## src/core/irq_prio_pkg.sv

```systemverilog
// Constants, register map and carrier types for the nested priority gate
// and the external pin detector.
// Assumes an APB3 master with 32-bit data and word-aligned accesses.
package irq_prio_pkg;

  localparam int LEVEL_W = 2;
  localparam int STACK_DEPTH = 4;

  // Register indices; byte address is four times the index
  localparam logic [9:0] PIN_SC_IDX = 10'h03b;
  localparam logic [9:0] GATE_SC_IDX = 10'h03c;
  localparam logic [9:0] LEVEL_IDX = 10'h040;

  // Pin status/control bit positions
  localparam int PIN_MOD_BIT = 0;
  localparam int PIN_IE_BIT = 1;
  localparam int PIN_ACK_BIT = 2;
  localparam int PIN_FLAG_BIT = 3;
  localparam int PIN_PE_BIT = 4;
  localparam int PIN_EDG_BIT = 5;
  localparam int PIN_PDD_BIT = 6;

  // Gate status/control bit positions
  localparam int GATE_MASK_LSB = 0;
  localparam int GATE_PULL_BIT = 2;
  localparam int GATE_EMPTY_BIT = 4;
  localparam int GATE_FULL_BIT = 5;
  localparam int GATE_EN_BIT = 7;

  localparam logic [LEVEL_W-1:0] MASK_RST = 2'h0;
  localparam logic [LEVEL_W-1:0] STOP_MASK = 2'h0;
  localparam logic [LEVEL_W-1:0] LEVEL_RST = 2'h0;
  localparam logic [2:0] DEPTH_CNT = 3'h4;

  typedef struct packed {
    logic pull_disable;
    logic polarity;
    logic pin_enable;
    logic irq_enable;
    logic edge_level_mode;
  } pin_cfg_s;

  typedef struct packed {
    logic gate_enable;
    logic [LEVEL_W-1:0] priority_mask;
  } gate_ctl_s;

  localparam pin_cfg_s PIN_CFG_RST = 5'h00;
  localparam gate_ctl_s GATE_CTL_RST = 3'h0;

endpackage

```

## src/core/nested_irq_priority_gate.sv

```systemverilog
// Interrupt priority gate between peripheral sources and the CPU, with the
// mask history stack and the external interrupt pin detector.
// Assumes synchronous source requests on pclk and an APB3 register master.
//
// Register access over APB is this design's own decision.
`timescale 1ns/1ps

//
// Contract
// Each source holds a two-bit level
// Levels readable and writable at any time
// Enabled gate passes level at least mask
// Stop3 compares against zero mask
// Disabled gate forwards requests unchanged
// Gate never reorders; CPU arbitrates
// Mask sits in low two bits
// Vector fetch loads mask with level
// Old mask pushed on four-deep stack
// Restore bit pops saved mask back
// Full flag when last entry written
// Empty flag when all entries popped
// Software mask writes always take effect; the code lets a push or pull in the same cycle override them
// Asynchronous requests bypass gate to wake
// Software clears flags, restores before exit
// Pin level readable while interrupt masked
// Pin detector works only when enabled
// Polarity, mode and interrupt enable controls
// Pullup on unless pull disable set; the code also keeps it off while the pin is disabled
// Enabling pin sets event flag
// Level mode holds flag while asserted
// Sync sampling, async wake in stop
// Polarity zero falling, one rising
// Rising polarity forces pullup off
// Full push drops oldest; empty pop zero
// Registered outputs, state clears at reset; system_wake is unregistered and the pin synchronisers reset high
module nested_irq_priority_gate
  import irq_prio_pkg::*;
#(
  parameter int NUM_SRC = 16,
  parameter int ASYNC_W = 4,
  parameter int PIN_SRC = 0,
  parameter int ADDR_W = 12
)
(
  input wire logic pclk,
  input wire logic presetn,
  input wire logic psel,
  input wire logic penable,
  input wire logic pwrite,
  input wire logic [ADDR_W-1:0] paddr,
  input wire logic [31:0] pwdata,
  output logic [31:0] prdata,
  output logic pready,
  output logic pslverr,
  input wire logic [NUM_SRC-1:0] src_req,
  input wire logic [ASYNC_W-1:0] async_wake_req,
  input wire logic stop3_mode,
  input wire logic vec_fetch,
  input wire logic [$clog2(NUM_SRC)-1:0] vec_src,
  input wire logic pin_in,
  output logic [NUM_SRC-1:0] gated_request_out,
  output logic pin_level,
  output logic pullup_enable,
  output logic system_wake
);

  localparam logic [ADDR_W-1:0] PIN_SC_ADDR = ADDR_W'({PIN_SC_IDX, 2'b00});
  localparam logic [ADDR_W-1:0] GATE_SC_ADDR = ADDR_W'({GATE_SC_IDX, 2'b00});
  localparam logic [ADDR_W-1:0] LEVEL_ADDR = ADDR_W'({LEVEL_IDX, 2'b00});

  // Bus state
  logic [31:0] prdata_reg, prdata_next;
  logic pready_reg, pready_next;
  logic pslverr_reg, pslverr_next;
  logic wr_pin, wr_gate, wr_level, hit;

  // Pin state
  pin_cfg_s cfg_reg, cfg_next;
  logic flag_reg, flag_next;
  logic pin_s1_reg, pin_s2_reg, pin_prev_reg;
  logic pin_level_reg, pullup_reg, pullup_next;
  logic asserted, prev_asserted, pin_edge, pe_rise, flag_set, flag_clr, pin_irq;

  // Gate and stack state
  gate_ctl_s ctl_reg, ctl_next;
  logic [LEVEL_W-1:0] level_reg [NUM_SRC];
  logic [LEVEL_W-1:0] level_next [NUM_SRC];
  logic [LEVEL_W-1:0] stk_reg [STACK_DEPTH];
  logic [LEVEL_W-1:0] stk_next [STACK_DEPTH];
  logic [2:0] cnt_reg, cnt_next;
  logic full_reg, full_next, empty_reg, empty_next;
  logic [NUM_SRC-1:0] grant_reg, grant_next, req_eff;
  logic [LEVEL_W-1:0] eff_mask, fetch_level;
  logic do_push, do_pull;

  assign prdata = prdata_reg;
  assign pready = pready_reg;
  assign pslverr = pslverr_reg;
  assign gated_request_out = grant_reg;
  assign pin_level = pin_level_reg;
  assign pullup_enable = pullup_reg;

  // Clockless wake path: must work in stop with pclk halted, so not registered
  always_comb
  begin
    system_wake = (|async_wake_req) |
      (cfg_reg.pin_enable & (cfg_reg.polarity ? pin_in : ~pin_in));
  end

  // APB slave: fixed one-cycle access, data captured in the setup cycle
  always_comb
  begin
    hit = (paddr == PIN_SC_ADDR) || (paddr == GATE_SC_ADDR) || (paddr == LEVEL_ADDR);
    wr_pin = psel & penable & pready_reg & pwrite & (paddr == PIN_SC_ADDR);
    wr_gate = psel & penable & pready_reg & pwrite & (paddr == GATE_SC_ADDR);
    wr_level = psel & penable & pready_reg & pwrite & (paddr == LEVEL_ADDR);
    pready_next = psel & ~penable;
    pslverr_next = psel & ~penable & ~hit;
    prdata_next = prdata_reg;
    if (psel && !penable)
    begin
      prdata_next = 32'h0000_0000;
      if (paddr == PIN_SC_ADDR)
      begin
        prdata_next[PIN_PDD_BIT] = cfg_reg.pull_disable;
        prdata_next[PIN_EDG_BIT] = cfg_reg.polarity;
        prdata_next[PIN_PE_BIT] = cfg_reg.pin_enable;
        prdata_next[PIN_FLAG_BIT] = flag_reg;
        prdata_next[PIN_IE_BIT] = cfg_reg.irq_enable;
        prdata_next[PIN_MOD_BIT] = cfg_reg.edge_level_mode;
      end
      else if (paddr == GATE_SC_ADDR)
      begin
        prdata_next[GATE_MASK_LSB +: LEVEL_W] = ctl_reg.priority_mask;
        prdata_next[GATE_EMPTY_BIT] = empty_reg;
        prdata_next[GATE_FULL_BIT] = full_reg;
        prdata_next[GATE_EN_BIT] = ctl_reg.gate_enable;
      end
      else if (paddr == LEVEL_ADDR)
      begin
        for (int i = 0; i < NUM_SRC; i++)
        begin
          prdata_next[i*LEVEL_W +: LEVEL_W] = level_reg[i];
        end
      end
    end
  end

  always_ff @(posedge pclk or negedge presetn)
  begin
    if (!presetn)
    begin
      prdata_reg <= 32'h0000_0000;
      pready_reg <= 1'b0;
      pslverr_reg <= 1'b0;
    end
    else
    begin
      prdata_reg <= prdata_next;
      pready_reg <= pready_next;
      pslverr_reg <= pslverr_next;
    end
  end

  // External pin detector
  always_comb
  begin
    cfg_next = cfg_reg;
    if (wr_pin)
    begin
      cfg_next.pull_disable = pwdata[PIN_PDD_BIT];
      cfg_next.polarity = pwdata[PIN_EDG_BIT];
      cfg_next.pin_enable = pwdata[PIN_PE_BIT];
      cfg_next.irq_enable = pwdata[PIN_IE_BIT];
      cfg_next.edge_level_mode = pwdata[PIN_MOD_BIT];
    end
    asserted = cfg_reg.polarity ? pin_s2_reg : ~pin_s2_reg;
    prev_asserted = cfg_reg.polarity ? pin_prev_reg : ~pin_prev_reg;
    pin_edge = asserted & ~prev_asserted;
    pe_rise = cfg_next.pin_enable & ~cfg_reg.pin_enable;
    // Level mode keeps setting, so an ack cannot win while asserted
    flag_set = pe_rise | (cfg_reg.pin_enable &
      (pin_edge | (cfg_reg.edge_level_mode & asserted)));
    flag_clr = wr_pin & pwdata[PIN_ACK_BIT];
    flag_next = flag_set ? 1'b1 : (flag_clr ? 1'b0 : flag_reg);
    // Flag alone stays pollable when the interrupt enable is off
    pin_irq = flag_reg & cfg_reg.irq_enable & cfg_reg.pin_enable;
    pullup_next = cfg_next.pin_enable & ~cfg_next.pull_disable &
      ~cfg_next.polarity;
  end

  always_ff @(posedge pclk or negedge presetn)
  begin
    if (!presetn)
    begin
      cfg_reg <= PIN_CFG_RST;
      flag_reg <= 1'b0;
      pin_s1_reg <= 1'b1;
      pin_s2_reg <= 1'b1;
      pin_prev_reg <= 1'b1;
      pin_level_reg <= 1'b1;
      pullup_reg <= 1'b0;
    end
    else
    begin
      cfg_reg <= cfg_next;
      flag_reg <= flag_next;
      pin_s1_reg <= pin_in;
      pin_s2_reg <= pin_s1_reg;
      pin_prev_reg <= pin_s2_reg;
      pin_level_reg <= pin_s2_reg;
      pullup_reg <= pullup_next;
    end
  end

  // Priority gate and mask history stack
  always_comb
  begin
    req_eff = src_req;
    req_eff[PIN_SRC] = src_req[PIN_SRC] | pin_irq;
    eff_mask = stop3_mode ? STOP_MASK : ctl_reg.priority_mask;
    // Per-source gating only; CPU picks among survivors
    for (int i = 0; i < NUM_SRC; i++)
    begin
      if (ctl_reg.gate_enable)
      begin
        grant_next[i] = req_eff[i] & (level_reg[i] >= eff_mask);
      end
      else
      begin
        grant_next[i] = req_eff[i];
      end
      level_next[i] = wr_level ? pwdata[i*LEVEL_W +: LEVEL_W] : level_reg[i];
    end
    fetch_level = level_reg[vec_src];
    do_push = vec_fetch & ctl_reg.gate_enable;
    do_pull = wr_gate & pwdata[GATE_PULL_BIT] & ~do_push;
    ctl_next = ctl_reg;
    stk_next = stk_reg;
    cnt_next = cnt_reg;
    full_next = full_reg;
    empty_next = empty_reg;
    if (wr_gate)
    begin
      ctl_next.gate_enable = pwdata[GATE_EN_BIT];
      ctl_next.priority_mask = pwdata[GATE_MASK_LSB +: LEVEL_W];
    end
    if (do_push)
    begin
      ctl_next.priority_mask = fetch_level;
      stk_next[0] = ctl_reg.priority_mask;
      for (int i = 1; i < STACK_DEPTH; i++)
      begin
        stk_next[i] = stk_reg[i-1];
      end
      if (cnt_reg != DEPTH_CNT)
      begin
        cnt_next = cnt_reg + 3'h1;
      end
      full_next = (cnt_next == DEPTH_CNT);
      empty_next = 1'b0;
    end
    else if (do_pull)
    begin
      ctl_next.priority_mask = (cnt_reg == 3'h0) ? MASK_RST : stk_reg[0];
      for (int i = 0; i < STACK_DEPTH - 1; i++)
      begin
        stk_next[i] = stk_reg[i+1];
      end
      stk_next[STACK_DEPTH-1] = MASK_RST;
      if (cnt_reg != 3'h0)
      begin
        cnt_next = cnt_reg - 3'h1;
      end
      empty_next = (cnt_next == 3'h0);
      full_next = 1'b0;
    end
  end

  always_ff @(posedge pclk or negedge presetn)
  begin
    if (!presetn)
    begin
      ctl_reg <= GATE_CTL_RST;
      cnt_reg <= 3'h0;
      full_reg <= 1'b0;
      empty_reg <= 1'b0;
      grant_reg <= '0;
      for (int i = 0; i < STACK_DEPTH; i++)
      begin
        stk_reg[i] <= MASK_RST;
      end
      for (int i = 0; i < NUM_SRC; i++)
      begin
        level_reg[i] <= LEVEL_RST;
      end
    end
    else
    begin
      ctl_reg <= ctl_next;
      cnt_reg <= cnt_next;
      full_reg <= full_next;
      empty_reg <= empty_next;
      grant_reg <= grant_next;
      stk_reg <= stk_next;
      level_reg <= level_next;
    end
  end

  generate
    for (genvar g = 0; g < NUM_SRC; g++)
    begin : gate_chk

    end
  endgenerate
endmodule

```

## config.mk

```make
export PLATFORM = sky130hd
export DESIGN_NAME = nested_irq_priority_gate
export DESIGN_NICKNAME = d
export VERILOG_FILES = /design/src/core/irq_prio_pkg.sv /design/src/core/nested_irq_priority_gate.sv
export SDC_FILE = /design/constraint.sdc
export NUM_CORES = 1
export LEC_CHECK = 0
export BUFFER_PORTS_ARGS = -buffer_cell sky130_fd_sc_hd__buf_2
export CAP_MARGIN = 20
export CORE_ASPECT_RATIO = 1.25
export CORE_MARGIN = 1.5
export CORE_UTILIZATION = 40
export DETAILED_ROUTE_END_ITERATION = 6
export GPL_TIMING_DRIVEN = 1
export PLACE_DENSITY = 0.6
export SLEW_MARGIN = 10
export SYNTH_ARGS = -nofsm -noshare
export SYNTH_HDL_FRONTEND = slang
export SYNTH_SLANG_ARGS = --single-unit
```

## constraint.sdc

```tcl
create_clock -name pclk -period 2.9 [get_ports pclk]
set_input_delay 0.435 -clock pclk [delete_from_list [all_inputs] [get_ports pclk]]
set_output_delay 0.435 -clock pclk [all_outputs]
set_load 0.03 [all_outputs]
```

==> results.md <==
* Status: finished clean
* Delay-heaviest family, CP: simple AND/OR/NAND/NOR gates
* Top cells by area, synth: dfrtp_1 (47%), ha_1 (7.9%), inv_1 (4.7%)
* Initial core utilization at 40.6%
* Post-synth cell types at 52
* Xor and xnor fraction of the mapped netlist area at 0.315%
* Largest area contributor in the netlist: dfrtp_1
* Place WS at 0.468 ns
* Multiplexer area fraction after synthesis at 6.84%
* YS warnings at 0
* Routed len/inst at 17.8 um
* Fraction of layout cells with a size suffix above 1 at 26.4%
* Worst Slack Setup Final at 0.846 ns
* EDFF count, synth at 0
* Cell Rows at 48
* H-tree depth at 3
* Max FO, Critical Path at 32
* Core footprint at 13,700 sq um
* DIE AREA at 14,600 sq um
* Ant. Diodes at 0
* Yosys top cell area share at 47.3%
* Most frequent cells in the layout: buf_2 (127), dfrtp_1 (105), inv_1 (69)
* Adder-Cell Fraction of Synth Area at 7.88%
* Synth Flop Type: dfrtp_1
* Hold_buf cts at 0
* Finish-stage setup viols at 0
* Die extent in x at 108 um
* Hold Violations, Final at 0
* Nets at 770
* Fin Clk Skew at 0.0108 ns
* Via density at 5.46
* Mean area per synthesized cell at 10.2 sq um
* CP peak stage delay at 0.57 ns
* Seq/Total Area, Yosys at 48.7%
* CTS tree: done
* Post-CTS Setup Inserts at 0
* Number of antenna-violating nets in the routed design at 0
* Largest net degree at the start of global routing at 67
* Most common cell after layout, fill and taps aside: buf_2
* Slew HR at 39.0%
* Routed WL at 14.9 mm
* Port Buf Inserts at 128
* DIE HEIGHT at 135 um
* Fmax at 0.487 GHz
* Deepest clock path buffer count at 2
* Synth-to-Final Area Change at 19.8%
* Simple-gate portion of the synthesized area at 12.8%
* RSZ-0062 raised after global routing: false
* WP data required at 3.13 ns
* P_leak at 0.00333 uW
* Register bit total from synthesis at 108
* Min Tclk post-route at 2.05 ns
* DRC Markers at 0
* Detailed Routing Iterations Pass 1 at 5
* Peak VDD IR at 0.253 mV
* Post_cts resized at 0
* CP Data Arrival Time at 2.28 ns
* Worst path bufs/invs at 2
* Critical-path cell list: buf_2, or4_4, nor4_4, and2_1, buf_4, mux2_1
* Vias in the first global route at 4,579
* GR Util All Layers at 21.1%
* Hold Path Class: input pin to asynchronous set/reset pin
* Compound-Gate Fraction of Synth Area at 16.2%
* Mapped Cells at 543
* Tightest Pin Transition at 0.915 ns
* First-pass GRT wire length at 23.9 mm
* Fin crit share at 70.8%
* Fill cells at 1,298
* Worst-case hold slack at 0.0659 ns
* CP Capture Type: register
* Async set or reset register ratio after synthesis at 100%
* Clk_lat worst skew at 0.35 ns
* Mapped cell area at 5560 sq um
* Crit start category: input pin
* 1st-iter DRT viols at 234
* Final slew viol count at 0
* Worst R2R Path Depth at 4
* Slowest-stage cell, CP: or4_4
* Grt total ovfl at 0
* Vias at 4,579
* DP HPWL at 10.8 mm
* Pwr Density at 443 nW/um^2
* Initial antenna violation count at 0
* CTS Buf Count at 9
* MaxCap Viol Count at 0
* Levels on crit path at 6
* Root Buffer: clkbuf_16
* Setup TNS at 0 ns
* Clock sinks at 108
* Storage cell area at 2710 sq um
* Syn Nets at 654
* Area of the multi-input gates at 2460 sq um
* Reg clk slew, reported paths at 0.08 ns
* CP Class: input pin to register
* Routability congestion estimate at 0.881
* I/O pin cnt at 129
* Largest family of logic cells by synthesized area: compound AO/OA/AOI/OAI gates
[where the power goes]
group	leakage (uW)	internal, uW	switching (uW)
sequential	0.00136	1530	7.97
clock	0.000139	613	575
combinational	0.00183	78.1	153
[cell families after synthesis]
| group | after synthesis |
|---|---|
| flip-flops | 108 |
| buffers and inverters | 102 |
| AND/OR/NAND/NOR | 128 |
| AO/OA/AOI/OAI | 133 |
| XOR/XNOR | 2 |
| adder cells (fa/ha/maj) | 35 |
| multiplexers | 35 |
[metrics by stage]
stage	total power, uW	area (sq um)	utilization (%)	std cells
after CTS	2980	6660	48.6	839
after detailed placement	1800	6370	46.6	823
final	2950	6660	48.6	839
after global routing	3060	6660	48.6	839
after global placement	1790	6370	46.6	823
after floorplan	1660	5560	-	543
[worst paths after layout]
path	startpoint	endpoint	slack, ns
setup / recovery	paddr[1]	level_reg[7]$_DFFE_PN0P_	0.85
hold / removal	presetn	level_reg[15]$_DFFE_PN0P_	0.07
setup reg to reg	pready$_DFF_PN0_	level_reg[7]$_DFFE_PN0P_	0.90
hold reg to reg	pin_s1_reg$_DFF_PN1_	pin_s2_reg$_DFF_PN1_	0.36
max in group asynchronous	presetn	pin_s1_reg$_DFF_PN1_	2.03
min in group pclk	pin_in	pin_s1_reg$_DFF_PN1_	0.19
[cell type report]
cell class              count  share of cell area (%)
flip-flops and latches    108                    40.6
multi-input cells         333                    36.9
repair buffers            138                    11.0
inverters                  69                    3.89
clock buffers              10                    3.59
well taps                 175                    3.29
clock inverters             6                   0.714
[worst reg2reg max path, stage by stage, from the launching register on]
cell,delay (ns)
dfrtp_1,0.36
and4_1,0.57
and2_1,0.22
buf_4,0.35
mux2_1,0.38
[layer usage]
| metal | vias to the layer above | GRT usage [%] | routed length (um) |
|---|---|---|---|
| met1 | 2222 | 27.7 | 6440 |
| met5 | - | 0 | 0 |
| met4 | 0 | 6.36 | 233 |
| met3 | 20 | 3.33 | 820 |
| met2 | 150 | 35.8 | 7430 |
| li1 | 2187 | - | - |
[synthesized netlist by cell type, drive strengths merged (5+ instances only)]
master / number
a21oi: 5
a221oi: 7
a22o: 25
a31oi: 20
buf: 8
clkbuf: 25
dfrtp: 105
ha: 35
inv: 69
mux2: 24
mux2i: 11
nand2: 32
nand3: 26
nand4: 10
nor2: 15
nor2b: 6
nor3: 5
nor4: 8
o211ai: 9
o21ai: 48
or3: 5
Power figures use the tool's default switching activity.
